===== src/twi_supervisor_defs.vh =====
// Constants for the two-wire slave front end and supply-reset supervisor
`ifndef TWI_SUPERVISOR_DEFS_VH
`define TWI_SUPERVISOR_DEFS_VH
`define TGT_ARRAY       3'h0
`define TGT_CONTROL     3'h2
`define TGT_POT         3'h7
`define ADDR_TYPE_MSB   7
`define ADDR_TYPE_LSB   4
`define ADDR_TGT_MSB    3
`define ADDR_TGT_LSB    1
`define ADDR_RW_BIT     0
`define CLK_PERIOD_NS   10
`define NV_WRITE_MS     5
`define NV_WRITE_CYC    ((`NV_WRITE_MS * 1000000) / `CLK_PERIOD_NS)
`define HOLD0_MS        50
`define HOLD1_MS        100
`define HOLD2_MS        200
`define HOLD3_MS        300
`define MS_TO_CYC(m)    (((m) * 1000000) / `CLK_PERIOD_NS)
`endif


===== src/reset_hold_timer.v =====
// Supply-reset hold timer: reset output held for a selectable time after causes clear
`timescale 1ns/1ps
module reset_hold_timer #(
  parameter CW = 26
) (
  input  wire          clk,
  input  wire          reset_n,
  input  wire          cause,
  input  wire [CW-1:0] hold_cycles,
  output reg           reset_out
);
  reg [CW-1:0] count_r;

  // Power-up counts as a cause: output starts high and the hold restarts on any cause
  always @(posedge clk) begin
    if (!reset_n) begin
      count_r   <= {CW{1'b0}};
      reset_out <= 1'b1;
    end else if (cause) begin
      count_r   <= {CW{1'b0}};
      reset_out <= 1'b1;
    end else if (reset_out) begin
      if (count_r >= hold_cycles - 1'b1) begin
        reset_out <= 1'b0;
      end else begin
        count_r <= count_r + 1'b1;
      end
    end
  end
endmodule


===== src/twi_supervisor.v =====
// Two-wire slave front end with write-protect gating and supply-reset supervisor
`timescale 1ns/1ps
`include "twi_supervisor_defs.vh"
module twi_supervisor #(
  parameter [3:0] DEV_TYPE   = 4'h5, // Arbitrary device type code
  parameter       NV_CYCLES  = `NV_WRITE_CYC,
  parameter       HOLD0_CYC  = `MS_TO_CYC(`HOLD0_MS),
  parameter       HOLD1_CYC  = `MS_TO_CYC(`HOLD1_MS),
  parameter       HOLD2_CYC  = `MS_TO_CYC(`HOLD2_MS),
  parameter       HOLD3_CYC  = `MS_TO_CYC(`HOLD3_MS)
) (
  input  wire       CLK,
  input  wire       RESET_N,
  input  wire       SCL_IN,
  input  wire       SDA_IN,
  output reg        SDA_OUT,
  output reg        SDA_OE,
  input  wire       WRITE_GUARD,
  input  wire       WRITE_ENABLE_LATCH,
  input  wire [1:0] LOCK_FIELD,
  input  wire       NV_WRITE_TYPE,
  input  wire [7:0] TX_DATA,
  output reg        TX_TAKEN,
  output reg  [7:0] RX_DATA,
  output reg        RX_VALID,
  output reg        RX_FIRST,
  output reg  [2:0] TARGET,
  output reg        CMD_DONE,
  output reg        WRITE_REFUSED,
  output reg        NV_BUSY,
  input  wire       MANUAL_RESET_IN,
  input  wire       SUPPLY_LOW,
  input  wire       RESET_DELAY_SELECT_HI,
  input  wire       RESET_DELAY_SELECT_LO,
  input  wire       MONITOR_A_ABOVE,
  input  wire       MONITOR_B_ABOVE,
  output wire       SUPPLY_RESET_OUT,
  output reg        MONITOR_A_OUT,
  output reg        MONITOR_B_OUT
);
  // ----------------------------------------------------------------
  // States
  // ----------------------------------------------------------------
  localparam [2:0] S_IDLE  = 3'h0;
  localparam [2:0] S_ADDR  = 3'h1;
  localparam [2:0] S_WACK  = 3'h2;
  localparam [2:0] S_WDAT  = 3'h3;
  localparam [2:0] S_RDAT  = 3'h4;
  localparam [2:0] S_RACK  = 3'h5;
  localparam [2:0] S_IGNR  = 3'h6;

  reg        scl_r;
  reg        sda_r;
  reg  [2:0] state_r;
  reg  [3:0] bit_r;
  reg  [7:0] shift_r;
  reg        ack_r;
  reg        read_r;
  reg        first_r;
  reg        wr_ok_r;
  reg        nv_pend_r;
  reg [31:0] nv_cnt_r;
  reg  [7:0] tx_r;

  wire scl_rise = SCL_IN & ~scl_r;
  wire scl_fall = ~SCL_IN & scl_r;
  // Both lines sampled the same clock, so the start/stop tests see one consistent view
  wire start_ev = scl_r & SCL_IN & sda_r & ~SDA_IN;
  wire stop_ev  = scl_r & SCL_IN & ~sda_r & SDA_IN;
  wire [7:0] rx_byte = {shift_r[6:0], SDA_IN};

  // Write permission for a decoded target; the array and potentiometers need the latch
  function write_allowed;
    input [2:0] tgt;
    input       nv;
    input       guard;
    input [1:0] lock;
    input       latch;
    begin
      // A low guard, which is also its unconnected level, leaves writes open
      write_allowed = 1'b1;
      if ((tgt == `TGT_ARRAY || tgt == `TGT_POT) && !latch) begin
        write_allowed = 1'b0;
      end else if (guard && nv) begin
        write_allowed = 1'b0;
      end else if (guard && lock != 2'b00) begin
        write_allowed = 1'b0;
      end
    end
  endfunction

  // ----------------------------------------------------------------
  // Bus sequencer
  // ----------------------------------------------------------------
  // Pure slave: nothing here ever drives the clock line or begins a transfer.
  always @(posedge CLK) begin
    if (!RESET_N) begin
      scl_r         <= 1'b1;
      sda_r         <= 1'b1;
      state_r       <= S_IDLE;
      bit_r         <= 4'h0;
      shift_r       <= 8'h00;
      ack_r         <= 1'b0;
      read_r        <= 1'b0;
      first_r       <= 1'b0;
      wr_ok_r       <= 1'b0;
      tx_r          <= 8'h00;
      SDA_OUT       <= 1'b0;
      SDA_OE        <= 1'b0;
      TX_TAKEN      <= 1'b0;
      RX_DATA       <= 8'h00;
      RX_VALID      <= 1'b0;
      RX_FIRST      <= 1'b0;
      TARGET        <= 3'h0;
      CMD_DONE      <= 1'b0;
      WRITE_REFUSED <= 1'b0;
    end else begin
      scl_r         <= SCL_IN;
      sda_r         <= SDA_IN;
      TX_TAKEN      <= 1'b0;
      RX_VALID      <= 1'b0;
      RX_FIRST      <= 1'b0;
      CMD_DONE      <= 1'b0;
      WRITE_REFUSED <= 1'b0;
      if (start_ev) begin
        state_r <= S_ADDR;
        bit_r   <= 4'h0;
        SDA_OE  <= 1'b0;
        first_r <= 1'b1;
      end else if (stop_ev) begin
        state_r  <= S_IDLE;
        SDA_OE   <= 1'b0;
        CMD_DONE <= (state_r != S_IDLE);
      end else if (scl_rise) begin
        // Sampling on the rising edge; drive changes wait for the falling edge.
        case (state_r)
          S_ADDR, S_WDAT: begin
            shift_r <= rx_byte;
            bit_r   <= bit_r + 4'h1;
            if (bit_r == 4'h7) begin
              bit_r <= 4'h0;
              if (state_r == S_ADDR) begin
                read_r <= rx_byte[`ADDR_RW_BIT];
                TARGET <= rx_byte[`ADDR_TGT_MSB:`ADDR_TGT_LSB];
                // Busy polling: no answer while the nonvolatile cycle runs.
                ack_r  <= (rx_byte[`ADDR_TYPE_MSB:`ADDR_TYPE_LSB] == DEV_TYPE)
                          && !nv_pend_r;
                wr_ok_r <= 1'b1;
              end else begin
                RX_DATA  <= rx_byte;
                RX_FIRST <= first_r;
                first_r  <= 1'b0;
                if (write_allowed(TARGET, NV_WRITE_TYPE, WRITE_GUARD,
                                  LOCK_FIELD, WRITE_ENABLE_LATCH) && wr_ok_r) begin
                  RX_VALID <= 1'b1;
                end else begin
                  WRITE_REFUSED <= 1'b1;
                  wr_ok_r       <= 1'b0;
                end
                ack_r <= 1'b1;
              end
              state_r <= S_WACK;
            end
          end
          S_WACK: begin
            if (!ack_r) begin
              state_r <= S_IGNR;
            end else if (read_r) begin
              state_r <= S_RDAT;
            end else begin
              state_r <= S_WDAT;
            end
          end
          S_RDAT: begin
            bit_r <= bit_r + 4'h1;
            if (bit_r == 4'h7) begin
              bit_r   <= 4'h0;
              state_r <= S_RACK;
            end
          end
          S_RACK: begin
            // Master acknowledge continues; no acknowledge ends sending.
            state_r <= SDA_IN ? S_IGNR : S_RDAT;
          end
          default: begin
            state_r <= state_r;
          end
        endcase
      end else if (scl_fall) begin
        case (state_r)
          S_WACK: begin
            SDA_OUT <= 1'b0;
            SDA_OE  <= ack_r;
          end
          S_RDAT: begin
            if (bit_r == 4'h0) begin
              tx_r     <= {TX_DATA[6:0], 1'b0};
              SDA_OUT  <= TX_DATA[7];
              SDA_OE   <= ~TX_DATA[7];
              TX_TAKEN <= 1'b1;
            end else begin
              tx_r    <= {tx_r[6:0], 1'b0};
              SDA_OUT <= tx_r[7];
              SDA_OE  <= ~tx_r[7];
            end
          end
          default: begin
            SDA_OE <= 1'b0;
          end
        endcase
      end
    end
  end

  // ----------------------------------------------------------------
  // Nonvolatile write cycle
  // ----------------------------------------------------------------
  // Begins on the stop that closes an accepted nonvolatile write
  always @(posedge CLK) begin
    if (!RESET_N) begin
      nv_pend_r <= 1'b0;
      nv_cnt_r  <= 32'h0;
      NV_BUSY   <= 1'b0;
    end else if (stop_ev && state_r == S_WDAT && !read_r && wr_ok_r && !first_r
                 && NV_WRITE_TYPE && !WRITE_GUARD) begin
      nv_pend_r <= 1'b1;
      nv_cnt_r  <= 32'h0;
      NV_BUSY   <= 1'b1;
    end else if (nv_pend_r) begin
      if (nv_cnt_r >= NV_CYCLES - 1) begin
        nv_pend_r <= 1'b0;
        NV_BUSY   <= 1'b0;
      end else begin
        nv_cnt_r <= nv_cnt_r + 32'h1;
      end
    end
  end

  // ----------------------------------------------------------------
  // Supervisor outputs
  // ----------------------------------------------------------------
  reg [25:0] hold_sel;
  always @* begin
    case ({RESET_DELAY_SELECT_HI, RESET_DELAY_SELECT_LO})
      2'b00:   hold_sel = HOLD0_CYC[25:0];
      2'b01:   hold_sel = HOLD1_CYC[25:0];
      2'b10:   hold_sel = HOLD2_CYC[25:0];
      default: hold_sel = HOLD3_CYC[25:0];
    endcase
  end

  // Monitors pass straight through one flop; no filtering is added.
  always @(posedge CLK) begin
    if (!RESET_N) begin
      MONITOR_A_OUT <= 1'b0;
      MONITOR_B_OUT <= 1'b0;
    end else begin
      MONITOR_A_OUT <= MONITOR_A_ABOVE;
      MONITOR_B_OUT <= MONITOR_B_ABOVE;
    end
  end

  reset_hold_timer #(
    .CW (26)
  ) u_hold (
    .clk         (CLK),
    .reset_n     (RESET_N),
    .cause       (MANUAL_RESET_IN | SUPPLY_LOW),
    .hold_cycles (hold_sel),
    .reset_out   (SUPPLY_RESET_OUT)
  );
endmodule


===== config.mk =====
export PLATFORM = sky130hd
export DESIGN_NAME = twi_supervisor
export DESIGN_NICKNAME = d
export VERILOG_FILES = /design/src/reset_hold_timer.v /design/src/twi_supervisor.v
export VERILOG_INCLUDE_DIRS = /design/src
export SDC_FILE = /design/constraint.sdc
export NUM_CORES = 1
export LEC_CHECK = 0
export ABC_AREA = 1
export BUFFER_PORTS_ARGS = -buffer_cell sky130_fd_sc_hd__buf_2
export CORE_ASPECT_RATIO = 0.7
export CORE_MARGIN = 8
export CORE_UTILIZATION = 45
export CTS_CLUSTER_DIAMETER = 100
export CTS_CLUSTER_SIZE = 12
export DETAILED_ROUTE_END_ITERATION = 16
export SLEW_MARGIN = 20
export SYNTH_ARGS = -nofsm -noshare
export SYNTH_HDL_FRONTEND = slang
export SYNTH_HIERARCHICAL = 1
export SYNTH_SLANG_ARGS = --single-unit
export TNS_END_PERCENT = 30

===== constraint.sdc =====
create_clock -name CLK -period 2.9 [get_ports CLK]
set_input_delay 0.145 -clock CLK [delete_from_list [all_inputs] [get_ports CLK]]
set_output_delay 0.145 -clock CLK [all_outputs]
set_load 0.02 [all_outputs]

# After elaboration in Yosys (flattened, before gate mapping)
# Index checks and enable logic that the tools add are counted.
# classes
addsub	4
n_lt_le_gt_ge	2
n_eq_ne	17
muxes	46
bitwise_logic	25
n_reduce_logical	55
# op_table
operator	count
one-hot mux 25 bit (3 select lines)	1
two-way mux 1 bit	35
adder 32 x 1 -> 32 bit (second input constant)	1
greater-or-equal comparator 32 x 19 -> 1 bit (second input constant)	1
adder 26 x 1 -> 26 bit (second input constant)	1
greater-or-equal comparator 26 bit	1
subtractor 25 x 1 -> 26 bit (second input constant)	1
AND reduction 5 bit	4
AND reduction 6 bit	3
inverter 1 bit	17
nonzero test 2 bit	7
two-way mux 3 bit	4
one-hot mux 3 bit (4 select lines)	1
AND reduction 4 bit	3
logical AND 1 bit	11
inequality test 2 bit (second input constant)	5
== test 3 bit (second input constant)	3
OR reduction 3 bit	3
== test 4 x 3 -> 1 bit (second input constant)	2
two-way mux 8 bit	1
inequality test 4 bit (second input constant)	2
AND reduction 2 bit	4
OR reduction 2 bit	4
bitwise AND 1 bit	7
other kinds (20)	27
# word_totals
ff_bits	109
inputBits	23
out_inout_bits	22
elab_cells	176

# Longest topological paths before layout
# depth
depth_word	15
ltp_mapped	27
mapped_depth_nobuf	26

# Hierarchy
# The synthesis kept the hierarchy.
# modules_own_cells
module	instances	cells_each	area_per_inst_um2	seq_area_each_um2
twi_supervisor	1	523	3883.7	1621.6
reset_hold_timer	1	501	2934.1	540.5

# Worst setup path before layout
# No wires, ideal clock.
# synth_path
kind	input to register
from	in RESET_DELAY_SELECT_HI
to	reg u_hold.count_r[17]
t_arrival_ps	2881
required_ps	2836
slack_ps	-44
path_stages	27
n_path_buf	1
path_cell_list	inv_1 ha_1 or2_2 nor2_1 nand2_1 inv_2 nand2_2 inv_2 nand2_1 nor2_2 nand3_1 nor2_1 xor2_1 inv_1 ha_1 nand2_1 inv_1 nand2_1 nand2_1 a21oi_1 nand2_1 nor2_2 buf_2 nand3_1 nand2_1 clkinv_1 nor2_1
# synth_between
elab_chain_cells	6
word_cells_on_any_way	8
classes_between	add/sub (1); order compare (1); eq/ne (2); mux (1); bitwise (1); reduce/logical (2)
# synth_rtl
element	line_no	rtl
from (decl)	twi_supervisor.v:33	input wire RESET_DELAY_SELECT_HI,
== test 2 bit (tied with other cells)	twi_supervisor.v:244	case ({RESET_DELAY_SELECT_HI, RESET_DELAY_SELECT_LO})
one-hot mux 25 bit (3 select lines) *	twi_supervisor.v:244	
net hold_sel[12]	twi_supervisor.v:242	reg [25:0] hold_sel;
subtractor 25 x 1 -> 26 bit *	reset_hold_timer.v:23	if (count_r >= hold_cycles - 1'b1) begin
greater-or-equal comparator 26 bit *	reset_hold_timer.v:23	
inverter 1 bit (no source line) *	-	
AND reduction 2 bit (no source line) *	-	
to (signal assigned)	reset_hold_timer.v:17	count_r <= {CW{1'b0}};
to (signal assigned)	reset_hold_timer.v:20	count_r <= {CW{1'b0}};
to (signal assigned)	reset_hold_timer.v:26	count_r <= count_r + 1'b1;
to (decl)	reset_hold_timer.v:12	reg [CW-1:0] count_r;
# The timed path passes the listed nets; every way through them passes the cells marked *.
# A chain may end at the register's enable or synchronous reset.

# Worst setup path in the final report
# layout_path
from	in RESET_DELAY_SELECT_HI
to	reg u_hold.count_r[19]
# Same word-level chain as after synthesis.

==> impl_metrics.tcl <==
set metrics [dict create \
    ys_seq_elements 108 \
    die_area_mm2 0.01941 \
    grt_max_degree 51 \
    fp.dieW_um 163.1 \
    ctsLongestPathBuffers 2 \
    drc 0 \
    tns_ns 0 \
    p_total_mw 3.077 \
    cp.required_ns 3.18 \
    antenna_found_initial 0 \
    drive_gt1_share_pct 19.44 \
    period_share_pct 96.95 \
    power_per_cell_area_mw_per_mm2 364.7 \
    clock_latency_ns 0.35 \
    numCtsBuffers 9 \
    holdCritPathClass "input pin to flop" \
    rsz0062_at_grt "yes" \
    dp_cells 1308 \
    netlist_top_cells_area "dfxtp_1 (32%), nand2_1 (12%), inv_1 (8.3%)" \
    status "finished clean" \
    core_area_mm2 0.01477 \
    routed_wl_um 16640 \
    holdWs_ns 0.03875 \
    leakage_nw 3.810 \
    h-tree-depth 3 \
    netlist_instances 1024 \
    tightestPinTransition_ns 0.7045 \
    place_area_mm2 0.007609 \
    synth.most_common_cell "nand2_1" \
    path_clk_slew_ns 0.08 \
    path_class "input pin to flop" \
    cp_slowest_stage_delay_ns 0.26 \
    initial_core_util_pct 46.17 \
    period_needed_ns 2.812 \
    synth_area_per_cell_um2 6.658 \
    fmax_mhz 355.7 \
    ys_seq_area_share_pct 31.71 \
    via_per_inst 4.863 \
    place_congestion 0.8275 \
    ioPinCount 45 \
    synthToLayoutAreaGrowth_pct 23.75 \
    overflow 0 \
    postLayoutCellArea_mm2 0.008437 \
    end_kind "flop" \
    firstDrtPassIters 5 \
    finClkSkew_ns 0.01079 \
    cts_tree "done" \
    yosysWarnings 6 \
    dp_hpwl_um 11890 \
    synth_area_mm2 0.006818 \
    drt-initial-drc-count 403 \
    antenna_left 0 \
    setup_viol 0 \
    maxSlewHeadroom_pct 52.86 \
    cts_root_buf "clkbuf_16" \
    path_max_fanout 5 \
    fp.dieH_um 119.0 \
    cap_viol_max_count 0 \
    crit_slowest_cell "ha_1" \
    critPathBufInv 7 \
    synth_common_cells "nand2_1 (225), inv_1 (151), nor2_1 (140), dfxtp_1 (108), nand4_1 (63)" \
    synth_edf_count 0 \
    yosysTopAreaCellShare_pct 31.71 \
    grt_pass1_vias 5773 \
    fin_nets 1202 \
    wl_per_cell_um 12.40 \
    synth_top_flop_cell "dfxtp_1" \
    yosysUniqueCellTypes 45 \
    instances_no_fill 1342 \
    port-buffer-count 44 \
    hold_viol_final 0 \
    arrival_ns 3.10 \
    ir_drop_uv 267.7 \
    crit_family "simple AND/OR/NAND/NOR gates" \
    synth_top_cell_by_area "dfxtp_1" \
    start_kind "input pin" \
    async_flop_share_pct 0 \
    cts_sinks 108 \
    vias 6526 \
    rows 37 \
    antenna_cells 0 \
    grt_pass1_wl_um 27270 \
    slew_viol_final 0 \
    grt_usage_pct 16.54 \
]
metrics by stage:
stage	setup WS, ns	utilization [%]
after floorplan	0.05013	-
after global placement	-0.3043	51.52
after detailed placement	-0.3993	51.52
after CTS	0.01985	54.64
after global routing	-0.1105	57.13
final	0.08840	57.13
sequential cells by signal, indices dropped and copies added, names as in the netlist, 3 cells and up:
register / count
state_r: 3
bit_r: 4
tx_r: 7
shift_r: 7
RX_DATA: 8
u_hold/count_r: 26
nv_cnt_r: 32
TARGET: 3
cell families after synthesis:
logic type      count (synthesis)  synth area share, %
simple gates                  540                36.59
buf+inv                       196                11.86
compound gates                110                8.882
flops                         108                31.71
fa+ha+maj                      37                6.790
xor+xnor                       32                4.111
other cells                     1              0.05500
timing repair:
item                                   CTS  global route
setup endpoints to repair                3            27
buffers inserted                         5             3
pin swaps                               12            39
hold buffers                             2             0
endpoints found under the hold margin    2             0
gates resized for setup                 11            56
gates cloned                             2             6
layout by cell type (no fill, tap or decap), drive strengths merged:
master and n:
nor4 5, nor2 157, nor3 20, nand4 63, nand3 53, or2 6
and2 2, o31ai 2, inv 166, nand3b 1, dfxtp 108, ha 37
a21oi 62, nand2 233, o21ai 36, xor2 18, buf 109, clkinv 5
a221oi 1, xnor2 14, bufinv 1, clkbuf 16, a21o 1, a21boi 1
o21bai 2, a31oi 5, dlygate4sd3 2, conb 21
report_power, final:
part	switching, mW	total, mW	internal [mW]
clock network	0.574	1.28	0.708
logic	0.165	0.299	0.135
registers	0.00564	1.49	1.49
routing by layer:
metal | up-vias | share of wire (%) | GRT usage, % | wire (um)
met1 | 2913 | 55 | 25.12 | 9122
met4 | 0 | 0.65 | 2.914 | 108
met2 | 103 | 40 | 23.42 | 6716
met3 | 9 | 4.2 | 3.510 | 697
met5 | - | 0 | 0 | 0
li1 | 3501 | - | - | -
worst min-delay path, stage by stage:
cell	delay (ns)
buf_2	0.09
nand2_1	0.05
a21oi_1	0.05
area by class of cell:
cell class / instances / area, um^2
fill: 1398 / 6331
multi-input combinational: 740 / 4111
sequential: 108 / 2162
timing repair buffer: 116 / 974.7
inverter: 167 / 634.4
tap: 195 / 244.0
clock buffer: 11 / 242.7
clock inverter: 5 / 67.56
final timing paths:
check / from / endpoint / slack [ns] / cells after the start
worst max-delay path: RESET_DELAY_SELECT_HI / u_hold/count_r[19]$_SDFFE_PP0P_ / 0.09 / 25
worst min-delay path: TX_DATA[4] / tx_r[5]$_SDFFE_PN0P_ / 0.04 / 3
worst max register to register: u_hold/count_r[9]$_SDFFE_PP0P_ / u_hold/count_r[14]$_SDFFE_PP0P_ / 0.84 / 13
worst min register to register: nv_cnt_r[23]$_SDFFE_PP0P_ / nv_cnt_r[23]$_SDFFE_PP0P_ / 0.43 / 2
Power figures use the tool's default switching activity.
